--- src/cpr_pkg.sv ---
// Constants shared by the command decoder: offsets, fields and opcodes
package cpr_pkg;
   // Register byte offsets
   localparam logic [7:0] CPR_CDB0_OFS   = 8'h00;
   localparam logic [7:0] CPR_CDB1_OFS   = 8'h04;
   localparam logic [7:0] CPR_CDB2_OFS   = 8'h08;
   localparam logic [7:0] CPR_CTRL_OFS   = 8'h0c;
   localparam logic [7:0] CPR_STAT_OFS   = 8'h10;
   localparam logic [7:0] CPR_RDATA_OFS  = 8'h14;
   localparam logic [7:0] CPR_MADDR_OFS  = 8'h18;
   localparam logic [7:0] CPR_MDATA_OFS  = 8'h1c;
   localparam logic [7:0] CPR_LASTB_OFS  = 8'h20;
   // Control register fields
   localparam int CPR_CTRL_GO_BIT   = 0;
   localparam int CPR_CTRL_INIT_LSB = 4;
   localparam int CPR_CTRL_BDR_BIT  = 8;
   localparam int CPR_CTRL_SYNC_BIT = 9;
   // Status register fields
   localparam int CPR_ST_VLD_BIT   = 8;
   localparam int CPR_ST_BUSY_BIT  = 9;
   localparam int CPR_ST_PREV_BIT  = 10;
   localparam int CPR_ST_RDV_BIT   = 11;
   localparam int CPR_ST_PEND_BIT  = 12;
   localparam int CPR_ST_HOLD_LSB  = 16;
   localparam int CPR_ST_USED_LSB  = 24;
   // Operation codes in descriptor byte zero
   localparam logic [7:0] CPR_OP_PREFETCH = 8'h34;
   localparam logic [7:0] CPR_OP_LOCK     = 8'h1e;
   localparam logic [7:0] CPR_OP_READ6    = 8'h08;
   // Descriptor bit positions
   localparam int CPR_PF_IMMED_BIT = 1;
   localparam int CPR_PF_REL_BIT   = 0;
   localparam int CPR_LINK_BIT     = 0;
   localparam int CPR_PREVENT_BIT  = 0;
   localparam int CPR_CDB_BYTES    = 12;
   // Zero transfer length of the short read means this many blocks
   localparam logic [8:0] CPR_RD_ZERO_LEN = 9'h100;
   // Reset values
   localparam logic [31:0] CPR_WORD_RST = 32'h0000_0000;
   localparam logic [7:0]  CPR_BYTE_RST = 8'h00;
endpackage

--- src/cpr_cmd_decoder.sv ---
// Prefetch, removal lock and short read command decoder with Wishbone slave
// What this block does
// RL1 - Prefetch fills cache, returns no data
// RL2 - Immediate prefetch posts status after validation
// RL3 - Otherwise status waits for prefetch end
// RL4 - Zero prefetch count means through last block
// RL5 - Already cached blocks are skipped
// RL6 - Completed prefetch reports condition met, linked variant
// RL7 - Immediate with room reports condition met
// RL8 - Immediate without room reports good, fills partially
// RL9 - No removal while any holder remains
// RL10 - Prevent bit sets state and records holder
// RL11 - Release needs all allows plus cache sync
// RL12 - Bus device reset clears all prevention
// RL13 - Hard reset clears all prevention
// RL14 - Prevention drives the eject inhibit output
// RL15 - Short read returns latest written data
// RL16 - Short read starts at given block address
// RL17 - Short read zero count means 256
// RL18 - Short read uses fixed internal cache policy
// RL19 - Relative flag in link adds last block
// RL20 - Without relative flag address used directly
// RL21 - Opcodes and fields decoded from fixed positions
//
// Design decisions made here: the placing of the registers and the Wishbone register port.
`timescale 1ns/1ns
`default_nettype none
module cpr_cmd_decoder
   import cpr_pkg::*;
#(
   parameter int         NBLK      = 16,
   parameter int         CACHE_CAP = 8,
   parameter int         NINIT     = 8,
   parameter logic [7:0] ST_GOOD   = 8'h00,
   parameter logic [7:0] ST_CMET   = 8'h01,
   parameter logic [7:0] ST_INTER  = 8'h02,
   parameter logic [7:0] ST_ICMET  = 8'h03,
   parameter logic [7:0] ST_CHECK  = 8'h04
) (
   input  wire logic        clk_i,
   input  wire logic        rst_i,
   input  wire logic        wb_cyc_i,
   input  wire logic        wb_stb_i,
   input  wire logic        wb_we_i,
   input  wire logic [7:0]  wb_adr_i,
   input  wire logic [3:0]  wb_sel_i,
   input  wire logic [31:0] wb_dat_i,
   output logic      [31:0] wb_dat_o,
   output logic             wb_ack_o,
   input  wire logic        eject_button_i,
   output logic             eject_o,
   output logic             eject_inhibit_o
);
   localparam int AW = $clog2(NBLK);
   localparam int CW = 17;

   typedef enum logic [2:0] {CPR_IDLE, CPR_DEC, CPR_PF, CPR_RD} cpr_state_e;

   cpr_state_e  state_r;
   logic [7:0]  cdb_r [CPR_CDB_BYTES];
   logic [31:0] mem_r [NBLK];
   logic        cvld_r [NBLK];
   logic [7:0]  used_r;
   logic [AW-1:0] cur_r;
   logic [CW-1:0] rem_r;
   logic        immed_r, link_r, full_r, busy_r;
   logic        stv_r;
   logic [7:0]  code_r;
   logic [31:0] rdata_r, last_r;
   logic        rdv_r;
   logic [AW-1:0] maddr_r;
   logic [2:0]  init_r;
   logic [NINIT-1:0] hold_r;
   logic        prev_r, pend_r;
   logic        ack_r;
   logic [31:0] dat_r;
   logic        ej_r;

   // Bus decode; one wait state, ack registered
   wire acc   = wb_cyc_i & wb_stb_i & ~ack_r;
   wire wr    = acc & wb_we_i;
   wire rd    = acc & ~wb_we_i;
   wire wr_ct = wr & (wb_adr_i == CPR_CTRL_OFS) & wb_sel_i[0];
   wire wr_c1 = wr & (wb_adr_i == CPR_CTRL_OFS) & wb_sel_i[1];
   wire go    = wr_ct & wb_dat_i[CPR_CTRL_GO_BIT];
   wire bdr   = wr_c1 & wb_dat_i[CPR_CTRL_BDR_BIT];
   wire sync  = wr_c1 & wb_dat_i[CPR_CTRL_SYNC_BIT];
   wire rd_st = rd & (wb_adr_i == CPR_STAT_OFS);
   wire pop   = rd & (wb_adr_i == CPR_RDATA_OFS) & rdv_r;

   // RL21 field decode
   wire [7:0]  opc     = cdb_r[0];
   wire        is_pf   = opc == CPR_OP_PREFETCH;
   wire        is_lk   = opc == CPR_OP_LOCK;
   wire        is_rd   = opc == CPR_OP_READ6;
   wire        pf_imm  = cdb_r[1][CPR_PF_IMMED_BIT];
   wire        pf_rel  = cdb_r[1][CPR_PF_REL_BIT];
   wire [31:0] pf_lba  = {cdb_r[2], cdb_r[3], cdb_r[4], cdb_r[5]};
   wire [15:0] pf_len  = {cdb_r[7], cdb_r[8]};
   wire        pf_link = cdb_r[9][CPR_LINK_BIT];
   wire        lk_prev = cdb_r[4][CPR_PREVENT_BIT];
   wire        lk_link = cdb_r[5][CPR_LINK_BIT];
   wire [20:0] rd_lba  = {cdb_r[1][4:0], cdb_r[2], cdb_r[3]};
   wire [7:0]  rd_len  = cdb_r[4];
   wire        rd_link = cdb_r[5][CPR_LINK_BIT];

   // RL19 relative start only inside a linked group
   wire [31:0] pf_abs  = (pf_rel & pf_link) ? last_r + pf_lba : pf_lba;
   // RL20 direct start block
   wire [AW-1:0] pf_st = pf_abs[AW-1:0];
   // RL4 zero count runs to the last block
   wire [CW-1:0] pf_cnt = (pf_len == 16'h0000) ?
                          CW'(NBLK) - CW'(pf_st) : CW'(pf_len);
   wire [7:0]    free   = 8'(CACHE_CAP) - used_r;
   wire          room   = pf_cnt <= CW'(free);
   // RL17 zero count is 256 blocks
   wire [8:0]    rd_cnt = (rd_len == 8'h00) ? CPR_RD_ZERO_LEN : {1'b0, rd_len};
   wire          bad_rel = pf_rel & ~pf_link;
   wire          lk_cmd  = (state_r == CPR_DEC) & is_lk;
   wire [NINIT-1:0] hold_nxt = lk_cmd ?
      ((hold_r & ~(NINIT'(1) << init_r)) | (NINIT'(lk_prev) << init_r)) :
      hold_r;

   wire pf_step = (state_r == CPR_PF) & (rem_r != '0);
   wire pf_hit  = cvld_r[cur_r];
   wire pf_fill = pf_step & ~pf_hit & (used_r < 8'(CACHE_CAP));
   wire rd_step = (state_r == CPR_RD) & (rem_r != '0) & ~rdv_r;

   function automatic logic [7:0] linked(input logic lk, input logic [7:0] a,
                                         input logic [7:0] b);
      linked = lk ? b : a;
   endfunction

   // Wishbone slave and descriptor capture
   always_ff @(posedge clk_i) begin
      if (rst_i) begin
         ack_r   <= 1'b0;
         dat_r   <= CPR_WORD_RST;
         maddr_r <= '0;
         for (int i = 0; i < CPR_CDB_BYTES; i++) cdb_r[i] <= CPR_BYTE_RST;
      end else begin
         ack_r <= acc;
         dat_r <= rd ? rdmux(wb_adr_i) : CPR_WORD_RST;
         for (int i = 0; i < CPR_CDB_BYTES; i++) begin
            if (wr & (wb_adr_i == 8'(4 * (i / 4))) & wb_sel_i[i % 4] &
                (state_r == CPR_IDLE))
               cdb_r[i] <= wb_dat_i[8 * (i % 4) +: 8];
         end
         if (wr & (wb_adr_i == CPR_MADDR_OFS))
            maddr_r <= wb_dat_i[AW-1:0];
      end
   end

   function automatic logic [31:0] rdmux(input logic [7:0] a);
      rdmux = CPR_WORD_RST;
      case (a)
         CPR_CDB0_OFS:  rdmux = {cdb_r[3], cdb_r[2], cdb_r[1], cdb_r[0]};
         CPR_CDB1_OFS:  rdmux = {cdb_r[7], cdb_r[6], cdb_r[5], cdb_r[4]};
         CPR_CDB2_OFS:  rdmux = {cdb_r[11], cdb_r[10], cdb_r[9], cdb_r[8]};
         CPR_STAT_OFS:  rdmux = {used_r, 8'(hold_r), 3'b000, pend_r, rdv_r,
                                 prev_r, busy_r, stv_r, code_r};
         CPR_RDATA_OFS: rdmux = rdata_r;
         CPR_MADDR_OFS: rdmux = 32'(maddr_r);
         CPR_MDATA_OFS: rdmux = mem_r[maddr_r];
         CPR_LASTB_OFS: rdmux = last_r;
         default:       rdmux = CPR_WORD_RST;
      endcase
   endfunction

   // RL15 medium store, latest write always wins
   always_ff @(posedge clk_i) begin
      if (rst_i) begin
         for (int i = 0; i < NBLK; i++) mem_r[i] <= CPR_WORD_RST;
      end else if (wr & (wb_adr_i == CPR_MDATA_OFS)) begin
         mem_r[maddr_r] <= wb_dat_i;
      end
   end

   // Command sequencer
   always_ff @(posedge clk_i) begin
      if (rst_i) begin
         state_r <= CPR_IDLE;
         cur_r   <= '0;
         rem_r   <= '0;
         immed_r <= 1'b0;
         link_r  <= 1'b0;
         full_r  <= 1'b0;
         busy_r  <= 1'b0;
         init_r  <= '0;
         last_r  <= CPR_WORD_RST;
      end else begin
         case (state_r)
            CPR_IDLE: begin
               if (go) begin
                  state_r <= CPR_DEC;
                  busy_r  <= 1'b1;
                  init_r  <= wb_dat_i[CPR_CTRL_INIT_LSB +: 3];
               end
            end
            CPR_DEC: begin
               full_r <= 1'b0;
               if (is_pf & ~bad_rel) begin
                  state_r <= CPR_PF;
                  cur_r   <= pf_st;
                  rem_r   <= pf_cnt;
                  immed_r <= pf_imm;
                  link_r  <= pf_link;
               end else if (is_rd) begin
                  // RL16 read starts at the given block
                  state_r <= CPR_RD;
                  cur_r   <= rd_lba[AW-1:0];
                  rem_r   <= CW'(rd_cnt);
                  link_r  <= rd_link;
               end else begin
                  state_r <= CPR_IDLE;
                  busy_r  <= 1'b0;
               end
            end
            CPR_PF: begin
               // RL1 blocks go to cache only
               if (rem_r == '0) begin
                  state_r <= CPR_IDLE;
                  busy_r  <= 1'b0;
               end else begin
                  // RL8 partial fill stops when cache is full
                  if (~pf_hit & ~pf_fill) full_r <= 1'b1;
                  cur_r  <= cur_r + 1'b1;
                  rem_r  <= rem_r - 1'b1;
                  last_r <= 32'(cur_r);
               end
            end
            CPR_RD: begin
               if ((rem_r == '0) & ~rdv_r) begin
                  state_r <= CPR_IDLE;
                  busy_r  <= 1'b0;
               end else if (rd_step) begin
                  cur_r  <= cur_r + 1'b1;
                  rem_r  <= rem_r - 1'b1;
                  last_r <= 32'(cur_r);
               end
            end
            default: begin
               state_r <= CPR_IDLE;
               busy_r  <= 1'b0;
            end
         endcase
      end
   end

   // RL5 cache fill skips resident blocks; RL18 fixed policy, reads bypass
   always_ff @(posedge clk_i) begin
      if (rst_i) begin
         used_r <= CPR_BYTE_RST;
         for (int i = 0; i < NBLK; i++) cvld_r[i] <= 1'b0;
      end else if (pf_fill) begin
         cvld_r[cur_r] <= 1'b1;
         used_r        <= used_r + 8'h01;
      end
   end

   // Read data window, one block at a time; a read of it pops
   always_ff @(posedge clk_i) begin
      if (rst_i) begin
         rdv_r   <= 1'b0;
         rdata_r <= CPR_WORD_RST;
      end else if (rd_step) begin
         rdata_r <= mem_r[cur_r];
         rdv_r   <= 1'b1;
      end else if (pop) begin
         rdv_r <= 1'b0;
      end
   end

   // Status posting; a new status wins over a status read clearing it
   always_ff @(posedge clk_i) begin
      if (rst_i) begin
         stv_r  <= 1'b0;
         code_r <= CPR_BYTE_RST;
      end else if (state_r == CPR_DEC) begin
         stv_r <= is_lk | (is_pf & (pf_imm | bad_rel)) | ~(is_pf | is_rd);
         // RL2 immediate status right after validation
         // RL7 enough room gives condition met
         if (is_pf & bad_rel)
            code_r <= ST_CHECK;
         else if (is_pf)
            code_r <= room ? linked(pf_link, ST_CMET, ST_ICMET)
                           : linked(pf_link, ST_GOOD, ST_INTER);
         else if (is_lk)
            code_r <= linked(lk_link, ST_GOOD, ST_INTER);
         else
            code_r <= ST_CHECK;
      end else if ((state_r == CPR_PF) & (rem_r == '0) & ~immed_r) begin
         // RL3 status only after the fill
         // RL6 full success gives condition met
         stv_r  <= 1'b1;
         code_r <= full_r ? ST_CHECK : linked(link_r, ST_CMET, ST_ICMET);
      end else if ((state_r == CPR_RD) & (rem_r == '0) & ~rdv_r) begin
         stv_r  <= 1'b1;
         code_r <= linked(link_r, ST_GOOD, ST_INTER);
      end else if (rd_st) begin
         stv_r <= 1'b0;
      end
   end

   // RL12 bus device reset clears holders and prevention; RL13 hard reset too
   always_ff @(posedge clk_i) begin
      if (rst_i | bdr) begin
         hold_r <= '0;
         prev_r <= 1'b0;
         pend_r <= 1'b0;
      end else begin
         hold_r <= hold_nxt;
         // RL10 prevent bit records holder
         if (lk_cmd & lk_prev) begin
            prev_r <= 1'b1;
            pend_r <= 1'b0;
         end else if (prev_r & (hold_nxt == '0) & pend_r & sync) begin
            // RL11 all allowed and cache synced
            prev_r <= 1'b0;
            pend_r <= 1'b0;
         end else if (prev_r & (hold_nxt == '0)) begin
            pend_r <= 1'b1;
         end
      end
   end

   // RL9 eject refused while prevented; RL14 inhibit output
   always_ff @(posedge clk_i) begin
      if (rst_i) begin
         ej_r            <= 1'b0;
         eject_inhibit_o <= 1'b0;
      end else begin
         ej_r            <= eject_button_i & ~prev_r;
         eject_inhibit_o <= prev_r;
      end
   end

   assign wb_ack_o = ack_r;
   assign wb_dat_o = dat_r;
   assign eject_o  = ej_r;

   // Checks
   bus_ack_pulse_a: assert property (@(posedge clk_i) disable iff (rst_i)
      wb_ack_o |=> ~wb_ack_o)
      else $error("ack held two cycles");
   inhibit_follows_a: assert property (@(posedge clk_i) disable iff (rst_i) // RL14
      prev_r |=> eject_inhibit_o)
      else $error("inhibit not driven by prevention");
   eject_blocked_a: assert property (@(posedge clk_i) disable iff (rst_i) // RL9
      prev_r |=> ~eject_o)
      else $error("eject while prevented");
   bdr_clears_a: assert property (@(posedge clk_i) disable iff (rst_i) // RL12
      bdr |=> ~prev_r && hold_r == '0)
      else $error("bus device reset left prevention");
   prevent_sets_a: assert property (@(posedge clk_i) disable iff (rst_i) // RL10
      lk_cmd && lk_prev && !bdr |=> prev_r && hold_r[$past(init_r)])
      else $error("prevent not recorded");
   release_needs_sync_a: assert property (@(posedge clk_i) // RL11
      disable iff (rst_i)
      $fell(prev_r) |-> $past(sync) || $past(bdr))
      else $error("prevention released without sync");
   rd_zero_len_a: assert property (@(posedge clk_i) disable iff (rst_i) // RL17
      state_r == CPR_DEC && is_rd && rd_len == 8'h00 |=> rem_r == CW'(256))
      else $error("zero read length not 256");
   immed_status_a: assert property (@(posedge clk_i) disable iff (rst_i) // RL2
      state_r == CPR_DEC && is_pf && pf_imm |=> stv_r && state_r == CPR_PF)
      else $error("immediate status missing");
   defer_status_a: assert property (@(posedge clk_i) disable iff (rst_i) // RL3
      state_r == CPR_PF && !immed_r && rem_r != '0 |=> !$rose(stv_r))
      else $error("status before prefetch end");
   no_refill_a: assert property (@(posedge clk_i) disable iff (rst_i) // RL5
      pf_step && pf_hit |=> used_r == $past(used_r))
      else $error("resident block fetched again");
endmodule
`default_nettype wire

--- config.mk ---
export PLATFORM = sky130hd
export DESIGN_NAME = cpr_cmd_decoder
export DESIGN_NICKNAME = d
export VERILOG_FILES = /design/src/cpr_pkg.sv /design/src/cpr_cmd_decoder.sv
export SDC_FILE = /design/constraint.sdc
export NUM_CORES = 1
export LEC_CHECK = 0
export ABC_AREA = 1
export BUFFER_PORTS_ARGS = -buffer_cell sky130_fd_sc_hd__buf_2
export CAP_MARGIN = 20
export CORE_MARGIN = 5
export CORE_UTILIZATION = 45
export DETAILED_ROUTE_END_ITERATION = 10
export HOLD_SLACK_MARGIN = 0.12
export MAX_ROUTING_LAYER = met4
export SYNTH_ARGS = -nofsm -noshare
export SYNTH_HDL_FRONTEND = slang
export SYNTH_SLANG_ARGS = --single-unit
--- constraint.sdc ---
create_clock -name clk_i -period 4 [get_ports clk_i]
set_input_delay 0.2 -clock clk_i [delete_from_list [all_inputs] [get_ports clk_i]]
set_output_delay 0.2 -clock clk_i [all_outputs]
set_load 0.005 [all_outputs]
==> flow_summary.ini <==
[worst_setup_path]
start_kind = register
crit_path_end_kind = register
path_max_fanout = 3
slowest_stage = edfxtp_1
cpPeakStageDelay_ns = 0.42
crit_top_cell = nand2_1
cp_top_family = adder cells
path_cells = ha_1, fa_1, o21ai_0, ha_1, xor2_1, a21boi_0, ha_1, nand2_1, inv_1, o21bai_1, nand3_1, nand2_1, nand2_1, nand2_1, nand2_1, a21oi_1, nor2_1, nor2_1
critPathRequiredTime_ns = 4.59
critical_path_class = reg2reg
arrival_ns = 3.85
path_buf_inv = 1

[floorplan]
fp.dieArea_um2 = 92160
die_h_um = 303.6
coreArea_um2 = 85410
rows = 107
floorplan.initialDensity_pct = 45.41
ios = 85
die_w_um = 303.6

[routing]
drc = 0
drt-pass1-iter-count = 7
vias_per_cell = 5.980
wl_per_cell_um = 25.34
route.vias.total = 34570
wirelength_um = 146500
ant_nets = 0
dr.first_iter.drc_count = 4675

[global_routing]
overflow = 0
grt_pass1_wl_um = 212100
grt_max_degree = 151
track_usage_pct = 31.96
grt_pass1_vias = 32140
grt_antenna_before_repair = 0

[yosys]
synth_area_per_cell_um2 = 8.397
synth_top_area_share_pct = 47.07
synth_largest_area_cell = edfxtp_1
syn_area_um2 = 38790
ys_types = 44
yosysWarningCount = 0
syn-num-nets = 4693
yosys-top-cells-area = edfxtp_1 (47%), o21ai_0 (9.6%), nor2_1 (9.6%), dfxtp_1 (7.8%), nand2_1 (5.5%)
synth-seq-area-share_pct = 54.92
synthCells = 4619
ys_ff_latch = 760

[run_status]
outcome = finished, final reports clean

[pwr]
peakVddDrop_mv = 0.4321
p_total_mw = 22.59
leakage_nw = 16.39
power-per-cell-area_nw_per_um2 = 520.7

[timing]
max_slew.worst_pin.slew_ns = 0.9561
hold_violations = 0
slew_headroom_pct = 36.26
rsz0062_at_grt = false
setup_tns_ns = 0
setup_viol = 0
period_minus_slack_ns = 3.254
fmax_ghz = 0.3073
fin_skew_ns = 0.01636
fin_crit_sh_pct = 81.35
timing.final.max_slew_violations = 0
fin_hold_ws_ns = 0.1728
worst_slack_ns = 0.7462

[clock_network]
numCtsBuffers = 84
postCtsSetupBuffers = 0
post_cts_resized = 0
clk_pin_slew_ns = 0.07
clk_latency_ns = 0.65
cts_buffer_depth = 3
clockRootBuffer = clkbuf_16
cts_sinks = 760
cts_tree = built
cts_max_level = 3

[place]
port_buffers = 84
dp_hpwl_um = 86510
place_ws_ns = 0.7607
placed_cell_area_um2 = 40510
gp_congestion = 0.9713

[layout]
fin_area_um2 = 43390
nets = 4642
syn2layout_area_growth_pct = 11.87
drive_gt1_share_pct = 8.218

[run]
maxCapViolCount = 0

[worst_hold_path]
holdCritPathClass = in2reg
[sequential cells by signal (all words and copies together) (netlist names), 2 cells and up, named ones only]
register  cells
cvld_r       16
rdata_r      32
init_r        3
rem_r        17
mem_r       512
wb_dat_o     32
last_r        4
cur_r         4
maddr_r       4
hold_r        8
used_r        8
state_r       2
cdb_r        96
code_r        3
[cell type report]
cell class,count,area [um^2]
Fill cell,8233,42030
Sequential cell,760,21320
Multi-Input combinational cell,3170,14900
Clock buffer,107,2188
Timing Repair Buffer,211,1769
Tap cell,1144,1431
Inverter,341,1287
Clock inverter,47,489.2
Antenna cell,1,2.502
[through the flow]
step / cells / util (%)
final: 5781 / 50.80
after global routing: 5780 / 50.80
after CTS: 5779 / 50.77
after detailed placement: 5607 / 47.43
after global placement: 5607 / 47.43
after floorplan: 4619 / -
[final timing paths]
check                            startpoint                        to  slack, ns  depth (start not counted)
setup / recovery  cdb_r[1][8]$_SDFFCE_PN0P_    code_r[0]$_SDFFE_PP0P_       0.75                         18
hold / removal                     wb_stb_i        rdv_r$_SDFFE_PP0P_       0.17                          6
setup reg to reg  cdb_r[1][8]$_SDFFCE_PN0P_    code_r[0]$_SDFFE_PP0P_       0.75                         18
hold reg to reg    rdata_r[25]$_SDFFE_PP0P_  rdata_r[25]$_SDFFE_PP0P_       0.45                          2
[layer usage]
layer | vias up | wire [um] | track usage [%]
met1 | 16600 | 59390 | 42.83
li1 | 15660 | - | -
met4 | 0 | 7562 | 14.52
met3 | 372 | 13740 | 4.823
met2 | 1931 | 65830 | 48.40
met5 | - | 0 | -
[placed cells by master (no fill, tap or decap), types with 10 or more instances in the layout]
cell / count
nand4_1: 52
a21oi_1: 382
nor3_1: 47
xor2_1: 12
dfxtp_1: 146
nand2_1: 537
nand2_2: 33
clkbuf_16: 84
edfxtp_1: 608
clkbuf_1: 23
a221oi_1: 13
nand3_1: 122
clkinv_1: 41
buf_2: 84
buf_12: 28
o21ai_0: 744
a211oi_1: 10
clkinv_2: 18
nor2_1: 983
o211ai_1: 129
ha_1: 23
dlygate4sd3_1: 18
o21ai_1: 15
inv_1: 302
buf_4: 81
[where the power goes]
group	internal, mW	switching, mW
logic	1.62	3.96
clock network	4.36	3.38
registers	8.92	0.356
total	14.9	7.69
[Yosys cell counts, drive strengths merged]
library cell / count
o2111a: 1
nand3: 123
a211oi: 10
a21oi: 382
nand3b: 3
fa: 1
a31oi: 2
nor3: 52
nor2: 994
clkinv: 32
o21ai: 759
o211ai: 129
nand2: 570
ha: 23
buf: 101
clkbuf: 247
dfxtp: 152
a22oi: 3
o22ai: 7
and3: 1
a21boi: 6
a22o: 6
edfxtp: 608
o21bai: 1
o31ai: 1
or2: 3
o2111ai: 3
xor2: 12
nand4: 52
a221oi: 13
a32oi: 1
o21a: 8
nor4: 4
inv: 309
[cells by family (layout without fill, tap and decap cells)]
kind of cell             Yosys count  count (layout)  share of synthesized area, %
buffers and inverters            689             706                         6.955
other                              0               1                             0
XOR/XNOR                          12              12                        0.2710
AO/OA/AOI/OAI                   1332            1332                         18.47
AND/OR/NAND/NOR                 1802            1802                         18.59
flip-flops                       760             760                         54.92
adder cells (fa/ha/maj)           24              24                        0.7936
[worst min-delay path, cell delays in order]
cell and delay [ns]:
buf_2 0.09, nand3b_1 0.13, nor2_1 0.11, nand2_1 0.08, nand2_1 0.05, a21oi_1 0.12
[timing repair]
| action | in CTS | in global routing |
|---|---|---|
| setup endpoints to repair | 0 | 0 |
| hold buffers | 18 | 0 |
| endpoints found under the hold margin | 22 | 0 |
No activity file was read; power rests on OpenSTA's default activity.
